## src/include/rsc_pkg.sv

```systemverilog
// Constants and types shared by the register state capture block.
// Assumes a 10 MHz single clock and an Avalon-MM register master.
package rsc_pkg;

  // ****************************************************************
  // Geometry
  // ****************************************************************
  localparam int unsigned CELL_BITS    = 64;
  localparam int unsigned WORD_W       = 32;
  localparam int unsigned ADDR_W       = 5;
  localparam int unsigned FRAME_WORDS  = 2;
  localparam int unsigned STREAM_WORDS = 4;
  localparam int unsigned PTR_W        = 2;
  localparam int unsigned COUNT_W      = 16;

  // ****************************************************************
  // Register offsets (byte addresses)
  // ****************************************************************
  localparam logic [ADDR_W-1:0] OFS_CMD     = 5'h00;
  localparam logic [ADDR_W-1:0] OFS_CTRL    = 5'h04;
  localparam logic [ADDR_W-1:0] OFS_STATUS  = 5'h08;
  localparam logic [ADDR_W-1:0] OFS_RB_DATA = 5'h0C;
  localparam logic [ADDR_W-1:0] OFS_RB_RST  = 5'h10;

  // ****************************************************************
  // Fields, codes and reset values
  // ****************************************************************
  localparam int unsigned       CTRL_SHOT_BIT  = 0;
  localparam logic [WORD_W-1:0] CMD_CAPTURE    = 32'h0000_000C;
  localparam logic [WORD_W-1:0] CMD_RESTORE    = 32'h0000_000A;
  localparam logic [WORD_W-1:0] PAD_WORD       = 32'h0000_0000;
  localparam logic [CELL_BITS-1:0] INIT_VALUE  = 64'h0000_0000_0000_0000;
  localparam logic [PTR_W-1:0]  PAD_END        = 2'h2;

  typedef enum logic [0:0]
  {
    RSC_SHOT_IDLE = 1'b0,
    RSC_SHOT_HELD = 1'b1
  } rsc_shot_t;

  typedef struct packed
  {
    rsc_shot_t shot;
  } rsc_prim_state_t;

  typedef struct packed
  {
    logic                 ack;
    logic [WORD_W-1:0]    rdata;
    logic [CELL_BITS-1:0] cells;
    logic [CELL_BITS-1:0] restore_value;
    logic                 single_shot;
    logic                 cmd_pending;
    logic                 sample;
    logic                 restore;
    logic [PTR_W-1:0]     rb_ptr;
    logic [COUNT_W-1:0]   cap_count;
  } rsc_state_t;

endpackage

```

## src/logic/rsc_capture_primitive.sv

```systemverilog
// User-facing capture primitive: request qualifier with single-shot option.
// Assumes the request is synchronous to clk_i.
`timescale 1ns/1ps
module rsc_capture_primitive
(
  input  wire logic clk_i,
  input  wire logic rst_b_i,
  input  wire logic capture_request_i,
  input  wire logic single_shot_option_i,
  output logic      fire_o
);

  // ****************************************************************
  // State
  // ****************************************************************
  rsc_pkg::rsc_prim_state_t state;
  rsc_pkg::rsc_prim_state_t next_state;

  // Held request fires each edge unless single shot blocks repeats
  assign fire_o = capture_request_i &&
                  (!single_shot_option_i || state.shot == rsc_pkg::RSC_SHOT_IDLE);

  always_comb
  begin
    next_state = state;
    unique case (state.shot)
      rsc_pkg::RSC_SHOT_IDLE:
      begin
        if (capture_request_i)
        begin
          next_state.shot = rsc_pkg::RSC_SHOT_HELD;
        end
      end
      rsc_pkg::RSC_SHOT_HELD:
      begin
        if (!capture_request_i)
        begin
          next_state.shot = rsc_pkg::RSC_SHOT_IDLE;
        end
      end
    endcase
  end

  always_ff @(posedge clk_i or negedge rst_b_i)
  begin
    if (!rst_b_i)
    begin
      state.shot <= rsc_pkg::RSC_SHOT_IDLE;
    end
    else
    begin
      state <= next_state;
    end
  end

endmodule // rsc_capture_primitive

```

## src/logic/rsc_register_state_capture.sv

```systemverilog
// Register state capture: samples live register state into initial-state
// cells and streams them out for readback over Avalon-MM.
// Assumes all inputs synchronous to clk_i (10 MHz) and one Avalon master.
//
// Function
// Capture uses the normal readback read sequence plus one prior sampling step.
// Asserted request samples all registers into cells on the next rising edge.
// Captured value overwrites the cell holding that register's initial state.
// Controller must not restore after capture, else captured values reload.
// Writing the capture command code performs the same full capture.
// Restore command reloads every register from its configuration cell.
// Request held high recaptures on every rising edge.
// Single-shot option captures only on the first edge of one assertion.
// Captured values are stored inverted; readers complement them.
// Reader locates captured bits by absolute or frame-relative bit offset.
// Readback stream starts with one pad frame and holds no command words.
// User logic drives the request synchronously to the capture clock.
//
// Local design decisions: the register offsets and the Avalon-MM interface to the registers.
`timescale 1ns/1ps
module rsc_register_state_capture
(
  input  wire logic                               clk_i,
  input  wire logic                               rst_b_i,
  input  wire logic [rsc_pkg::ADDR_W-1:0]         avs_address,
  input  wire logic                               avs_read,
  input  wire logic                               avs_write,
  input  wire logic [rsc_pkg::WORD_W-1:0]         avs_writedata,
  output logic [rsc_pkg::WORD_W-1:0]              avs_readdata,
  output logic                                    avs_waitrequest,
  input  wire logic [rsc_pkg::CELL_BITS-1:0]      live_state_i,
  input  wire logic                               capture_request_i,
  output logic                                    global_sample_strobe_o,
  output logic                                    restore_strobe_o,
  output logic [rsc_pkg::CELL_BITS-1:0]           restore_value_o
);

  // ****************************************************************
  // Helpers
  // ****************************************************************
  function automatic logic hit
  (
    input logic [rsc_pkg::ADDR_W-1:0] addr,
    input logic [rsc_pkg::ADDR_W-1:0] ofs
  );
    hit = (addr == ofs);
  endfunction

  function automatic logic [rsc_pkg::WORD_W-1:0] stream_word
  (
    input logic [rsc_pkg::PTR_W-1:0]     ptr,
    input logic [rsc_pkg::CELL_BITS-1:0] cells
  );
    // Pad frame first, then cell words in order, nothing else
    if (ptr < rsc_pkg::PAD_END)
    begin
      stream_word = rsc_pkg::PAD_WORD;
    end
    else if (ptr == rsc_pkg::PAD_END)
    begin
      stream_word = cells[rsc_pkg::WORD_W-1:0];
    end
    else
    begin
      stream_word = cells[rsc_pkg::CELL_BITS-1:rsc_pkg::WORD_W];
    end
  endfunction

  // ****************************************************************
  // State and capture primitive
  // ****************************************************************
  rsc_pkg::rsc_state_t state;
  rsc_pkg::rsc_state_t next_state;
  logic                user_fire;
  logic                fire;
  logic                wr_acc;
  logic                rd_acc;
  logic [rsc_pkg::WORD_W-1:0] cur_word;

  rsc_capture_primitive u_prim
  (
    .clk_i                (clk_i),
    .rst_b_i              (rst_b_i),
    .capture_request_i    (capture_request_i),
    .single_shot_option_i (state.single_shot),
    .fire_o               (user_fire)
  );

  // Both sources drive the same global sample
  assign fire     = user_fire || state.cmd_pending;
  assign wr_acc   = avs_write && state.ack;
  assign rd_acc   = avs_read && state.ack;
  assign cur_word = stream_word(state.rb_ptr, state.cells);

  // One wait cycle per access keeps read data registered
  assign avs_waitrequest        = (avs_read || avs_write) && !state.ack;
  assign avs_readdata           = state.rdata;
  assign global_sample_strobe_o = state.sample;
  assign restore_strobe_o       = state.restore;
  assign restore_value_o        = state.restore_value;

  // ****************************************************************
  // Next state
  // ****************************************************************
  always_comb
  begin
    next_state             = state;
    next_state.ack         = (avs_read || avs_write) && !state.ack;
    next_state.sample      = fire;
    next_state.restore     = 1'b0;
    next_state.cmd_pending = 1'b0;

    if (fire)
    begin
      // Inverted sense, written over the initial-state cells
      next_state.cells     = ~live_state_i;
      next_state.cap_count = state.cap_count + 16'h0001;
    end

    if (avs_read && !state.ack)
    begin
      if (hit(avs_address, rsc_pkg::OFS_CTRL))
      begin
        next_state.rdata = {31'h0000_0000, state.single_shot};
      end
      else if (hit(avs_address, rsc_pkg::OFS_STATUS))
      begin
        next_state.rdata = {16'h0000, state.cap_count};
      end
      else if (hit(avs_address, rsc_pkg::OFS_RB_DATA))
      begin
        next_state.rdata = cur_word;
      end
      else
      begin
        next_state.rdata = 32'h0000_0000;
      end
    end

    if (rd_acc && hit(avs_address, rsc_pkg::OFS_RB_DATA))
    begin
      // Stream wraps to the pad frame after the last word
      next_state.rb_ptr = state.rb_ptr + 2'h1;
    end

    if (wr_acc)
    begin
      if (hit(avs_address, rsc_pkg::OFS_CMD))
      begin
        if (avs_writedata == rsc_pkg::CMD_CAPTURE)
        begin
          next_state.cmd_pending = 1'b1;
        end
        else if (avs_writedata == rsc_pkg::CMD_RESTORE)
        begin
          // Reloads whatever the cells hold, captured or not
          next_state.restore       = 1'b1;
          next_state.restore_value = ~state.cells;
        end
      end
      else if (hit(avs_address, rsc_pkg::OFS_CTRL))
      begin
        next_state.single_shot = avs_writedata[rsc_pkg::CTRL_SHOT_BIT];
      end
      else if (hit(avs_address, rsc_pkg::OFS_RB_RST))
      begin
        next_state.rb_ptr = 2'h0;
      end
    end
  end

  // ****************************************************************
  // Registers
  // ****************************************************************
  always_ff @(posedge clk_i or negedge rst_b_i)
  begin
    if (!rst_b_i)
    begin
      state.ack           <= 1'b0;
      state.rdata         <= 32'h0000_0000;
      state.cells         <= ~rsc_pkg::INIT_VALUE;
      state.restore_value <= rsc_pkg::INIT_VALUE;
      state.single_shot   <= 1'b0;
      state.cmd_pending   <= 1'b0;
      state.sample        <= 1'b0;
      state.restore       <= 1'b0;
      state.rb_ptr        <= 2'h0;
      state.cap_count     <= 16'h0000;
    end
    else
    begin
      state <= next_state;
    end
  end

  // ****************************************************************
  // Assertions
  // ****************************************************************
  capture_copy_a: assert property (@(posedge clk_i) disable iff (!rst_b_i)
    fire |=> state.cells == ~$past(live_state_i))
    else $error("Cells not loaded with inverted live state");

  sample_strobe_a: assert property (@(posedge clk_i) disable iff (!rst_b_i)
    capture_request_i && !state.single_shot |=> global_sample_strobe_o)
    else $error("Request did not raise sample strobe");

  cmd_capture_a: assert property (@(posedge clk_i) disable iff (!rst_b_i)
    wr_acc && hit(avs_address, rsc_pkg::OFS_CMD) && avs_writedata == rsc_pkg::CMD_CAPTURE
    |-> ##2 global_sample_strobe_o)
    else $error("Capture command did not sample");

  restore_load_a: assert property (@(posedge clk_i) disable iff (!rst_b_i)
    wr_acc && hit(avs_address, rsc_pkg::OFS_CMD) && avs_writedata == rsc_pkg::CMD_RESTORE
    |=> restore_strobe_o && restore_value_o == ~$past(state.cells))
    else $error("Restore did not reload from cells");

  held_request_a: assert property (@(posedge clk_i) disable iff (!rst_b_i)
    (capture_request_i && !state.single_shot)[*3]
    |=> global_sample_strobe_o && $past(global_sample_strobe_o) && $past(global_sample_strobe_o, 2))
    else $error("Held request missed a recapture");

  single_shot_a: assert property (@(posedge clk_i) disable iff (!rst_b_i)
    capture_request_i && $past(capture_request_i) && state.single_shot && $past(state.single_shot)
    |-> !user_fire)
    else $error("Single shot captured twice");

  pad_frame_a: assert property (@(posedge clk_i) disable iff (!rst_b_i)
    rd_acc && hit(avs_address, rsc_pkg::OFS_RB_DATA) && state.rb_ptr < rsc_pkg::PAD_END
    |-> avs_readdata == rsc_pkg::PAD_WORD)
    else $error("Pad frame word not zero");

  // Word order checked against the cells, not against the stream decoder
  stream_data_a: assert property (@(posedge clk_i) disable iff (!rst_b_i)
    rd_acc && hit(avs_address, rsc_pkg::OFS_RB_DATA) && state.rb_ptr == rsc_pkg::PAD_END
    |-> avs_readdata == $past(state.cells[rsc_pkg::WORD_W-1:0]))
    else $error("Readback low word mismatch");

  stream_high_a: assert property (@(posedge clk_i) disable iff (!rst_b_i)
    rd_acc && hit(avs_address, rsc_pkg::OFS_RB_DATA) && state.rb_ptr == 2'h3
    |-> avs_readdata == $past(state.cells[rsc_pkg::CELL_BITS-1:rsc_pkg::WORD_W]))
    else $error("Readback high word mismatch");

  user_capture_c: cover property (@(posedge clk_i) disable iff (!rst_b_i)
    user_fire ##1 global_sample_strobe_o);

  cmd_restore_c: cover property (@(posedge clk_i) disable iff (!rst_b_i)
    restore_strobe_o);

  full_stream_c: cover property (@(posedge clk_i) disable iff (!rst_b_i)
    rd_acc && hit(avs_address, rsc_pkg::OFS_RB_DATA) && state.rb_ptr == 2'h3);

endmodule // rsc_register_state_capture

```

## config.mk

```make
export PLATFORM = sky130hd
export DESIGN_NAME = rsc_register_state_capture
export DESIGN_NICKNAME = d
export VERILOG_FILES = /design/src/include/rsc_pkg.sv /design/src/logic/rsc_capture_primitive.sv /design/src/logic/rsc_register_state_capture.sv
export SDC_FILE = /design/constraint.sdc
export NUM_CORES = 1
export LEC_CHECK = 0
export BUFFER_PORTS_ARGS = -buffer_cell sky130_fd_sc_hd__buf_2
export CAP_MARGIN = 20
export CORE_UTILIZATION = 30
export DETAILED_ROUTE_END_ITERATION = 7
export REMOVE_ABC_BUFFERS = 1
export SYNTH_ARGS = -nofsm -noshare
export SYNTH_HDL_FRONTEND = slang
export SYNTH_SLANG_ARGS = --single-unit
export TNS_END_PERCENT = 10
```

## constraint.sdc

```tcl
create_clock -name clk_i -period 2 [get_ports clk_i]
set_input_delay 0.1 -clock clk_i [delete_from_list [all_inputs] [get_ports clk_i]]
set_output_delay 0.1 -clock clk_i [all_outputs]
set_load 0.02 [all_outputs]
```

==> flow_metrics.py <==
metrics = {
    "outcome": {
        "status": "finished clean",
    },
    "critical_path": {
        "crit_cells": 5,
        "worstPathCellList": "and4bb_2 > and4_1 > nand4bb_4 > buf_4 > mux2i_1",
        "worstSetupPathType": "reg2reg",
        "slowest_delay_ns": 0.46,
        "cp.arrival_ns": 2.16,
        "crit_family": "simple AND/OR/NAND/NOR gates",
        "rr_worst_depth": 5,
        "critPathMaxFanout": 30,
        "startpoint_type": "flip-flop",
        "critPathSlowestCell": "buf_4",
        "crit_buf_inv": 1,
        "crit_required_ns": 2.34,
        "critPathCaptureType": "flip-flop",
    },
    "floorplanning": {
        "row_count": 60,
        "fp.dieH_um": 169,
        "die_w_um": 169,
        "coreArea_mm2": 0.0273,
        "die_area_mm2": 0.0287,
        "initial_utilization_pct": 30.9,
        "ioPinCount": 205,
    },
    "global_route": {
        "grt_pass1_vias": 5774,
        "grt_pass1_wl_um": 30600,
        "antenna_found_initial": 0,
        "grt_overflow": 0,
        "grtUsageTotal_pct": 13.8,
        "grt_max_degree": 73,
    },
    "clock_tree": {
        "clk_path_buf_depth": 2,
        "cts-resized-gates": 0,
        "cts_setup_buffers": 0,
        "htreeDepth": 4,
        "cts_buffers": 17,
        "cts-hold-fix-buffers": 71,
        "clk_latency_ns": 0.42,
        "clk_pin_slew_worst_paths_ns": 0.08,
        "root_buffer": "clkbuf_16",
        "tritoncts": "yes",
        "cts_sinks": 184,
    },
    "timing": {
        "fin_crit_sh_pct": 91.2,
        "worst_pin_slew_ns": 0.682,
        "fmax_mhz": 548,
        "rsz0062_at_grt": "false",
        "hold_viol": 0,
        "setup_ws_ns": 0.175,
        "skew_ns": 0.0146,
        "slew_headroom_pct": 54.5,
        "drv_slew": 0,
        "setup_viol": 0,
        "min_period_ns": 1.82,
    },
    "route": {
        "avgViaCountPerCell": 4.23,
        "drt_iter0_drc": 255,
        "dr.pass1.iters": 4,
        "vias": 5644,
        "drcViolationCount": 0,
        "routed_wl_um": 19100,
        "avgRoutedWirePerCell_um": 14.3,
        "ant_nets": 0,
    },
    "synth": {
        "synth_area_mm2": 0.00841,
        "yosys-top-cells-area": "dfrtp_1 36%, dfstp_2 20%, mux2i_1 11%",
        "yosysTopAreaCellShare_pct": 35.7,
        "ys_ff_latch": 184,
        "yosysWarningCount": 0,
        "syn_inst": 771,
        "yosysTopAreaCell": "dfrtp_1",
        "synthDistinctLibCells": 42,
        "ys_seq_area_share_pct": 55.7,
        "postSynthAreaPerCell_um2": 10.9,
    },
    "power": {
        "p_per_area_mw_per_mm2": 840,
        "vdd_drop_max_mv": 0.412,
        "power_mw": 8.83,
        "p_leak_nw": 5.39,
    },
    "place": {
        "dpl.cell_count": 1230,
        "port_buffers": 204,
        "gp_congestion": 0.753,
        "postPlaceCellArea_mm2": 0.00921,
        "dpl.hpwl_um": 12500,
        "dpl_worst_slack_ns": 0.180,
    },
    "layout": {
        "stdcell_area_mm2": 0.0105,
        "area_delta_synth_final_pct": 25.1,
        "multi_input_area_mm2": 0.00256,
        "antenna_cells": 0,
        "drive_above_1_share_pct": 33.7,
        "finalNetCount": 1056,
        "fin_cells": 1333,
        "fillers": 2689,
        "ff_latch_area_mm2": 0.00468,
    },
    "job": {
        "maxCapViolCount": 0,
    },
    "worst_hold_path": {
        "min_path_type": "in2reg",
        "min_path_cells": 3,
    },
}
## path summary, 6_finish.rpt
kind	start	slack (ns)	endpoint
max reg2reg	state[182]$_DFF_PN0_	0.18	restore_value_o[18]$_DFFE_PN0P_
min in group asynchronous	rst_b_i	0.24	restore_value_o[56]$_DFFE_PN0P_
min reg2reg	avs_readdata[22]$_DFFE_PN0P_	0.47	avs_readdata[22]$_DFFE_PN0P_
max in group asynchronous	rst_b_i	1.03	state[143]$_DFFE_PN1P_
min	avs_address[4]	0.05	state[16]$_DFF_PN0_
max	state[182]$_DFF_PN0_	0.18	restore_value_o[18]$_DFFE_PN0P_
## cell families after synthesis
logic type | share of synthesized area, %
buffers and inverters | 14.1
DFF | 55.7
and+or+nand+nor | 8.29
AOI/OAI and AO/OA | 8.27
muxes | 11.7
xor gates and xnor gates | 1.67
adders and majority gates | 0.298
## registers in the layout, indices dropped and copies added (netlist names)
register,flops
avs_readdata,32
global_sample_strobe_o,1
restore_strobe_o,1
restore_value_o,64
state,85
u_prim.state,1
## routing by layer
metal | track usage [%] | up-vias | part of all wire, %
li1 | - | 2817 | -
met1 | 18.8 | 2674 | 49
met2 | 21.6 | 138 | 46
met3 | 2.99 | 15 | 4.3
met4 | 4.35 | 0 | 1.2
met5 | 0 | - | 0
## worst reg2reg max path: stages, from the launching register on
cell and delay [ns]:
dfrtp_1 0.41, and4bb_2 0.24, and4_1 0.21, nand4bb_4 0.13
buf_4 0.46, mux2i_1 0.29
## synthesized netlist by cell type, drive strengths merged
| library cell | count |
|---|---|
| a211oi | 1 |
| a21boi | 1 |
| a21oi | 64 |
| a2bb2oi | 15 |
| and3 | 2 |
| and4 | 2 |
| and4b | 1 |
| and4bb | 1 |
| buf | 116 |
| clkbuf | 17 |
| dfrtp | 120 |
| dfstp | 64 |
| ha | 2 |
| inv | 68 |
| mux2 | 2 |
| mux2i | 96 |
| nand2 | 38 |
| nand2b | 1 |
| nand3 | 3 |
| nand3b | 1 |
| nand4 | 6 |
| nand4b | 1 |
| nand4bb | 1 |
| nor2 | 79 |
| nor2b | 1 |
| nor3 | 6 |
| nor3b | 1 |
| nor4 | 7 |
| nor4b | 1 |
| o2111ai | 1 |
| o211a | 1 |
| o211ai | 1 |
| o21ai | 15 |
| o31ai | 17 |
| or2 | 1 |
| or3 | 1 |
| xnor2 | 7 |
| xor2 | 9 |
## area by class of cell
| cell class | count | area share, % |
|---|---|---|
| Multi-Input combinational cell | 386 | 24.4 |
| Tap cell | 372 | 4.42 |
| Inverter | 68 | 2.43 |
| Sequential cell | 184 | 44.5 |
| Timing Repair Buffer | 291 | 18.5 |
| Clock inverter | 14 | 1.63 |
| Clock buffer | 18 | 4.08 |
## stage by stage
step | hold WS [ns] | setup TNS [ns] | utilization (%)
6_report | 0.0460 | 0 | 38.6
3_5_place_dp | 0.130 | 0 | 33.8
5_1_grt | 0.0395 | 0 | 38.6
3_3_place_gp | 0.132 | 0 | 33.8
4_1_cts | 0.0150 | 0 | 38.6
2_1_floorplan | -0.196 | -162.47 | -
## layout by cell type, fill, tap and decap left out, drive strengths merged, types with 2 or more instances in the layout
master	instances
dlygate4sd3	71
nor4	7
clkbuf	19
buf	219
nor3	6
o21ai	15
clkinv	6
dfrtp	120
o31ai	17
nand4	6
nor2	79
a2bb2oi	15
xor2	9
nand3	3
mux2i	96
ha	2
xnor2	7
dfstp	64
and3	2
nand2	38
inv	73
and4	2
bufinv	3
a21oi	64
mux2	2
## report_power, final
part | switching [mW] | internal, mW | total (mW)
Clock | 1.50 | 1.99 | 3.49
Combinational | 0.553 | 0.534 | 1.09
Sequential | 0.218 | 4.04 | 4.25
Note: power is estimated with default switching activity, not from simulation.
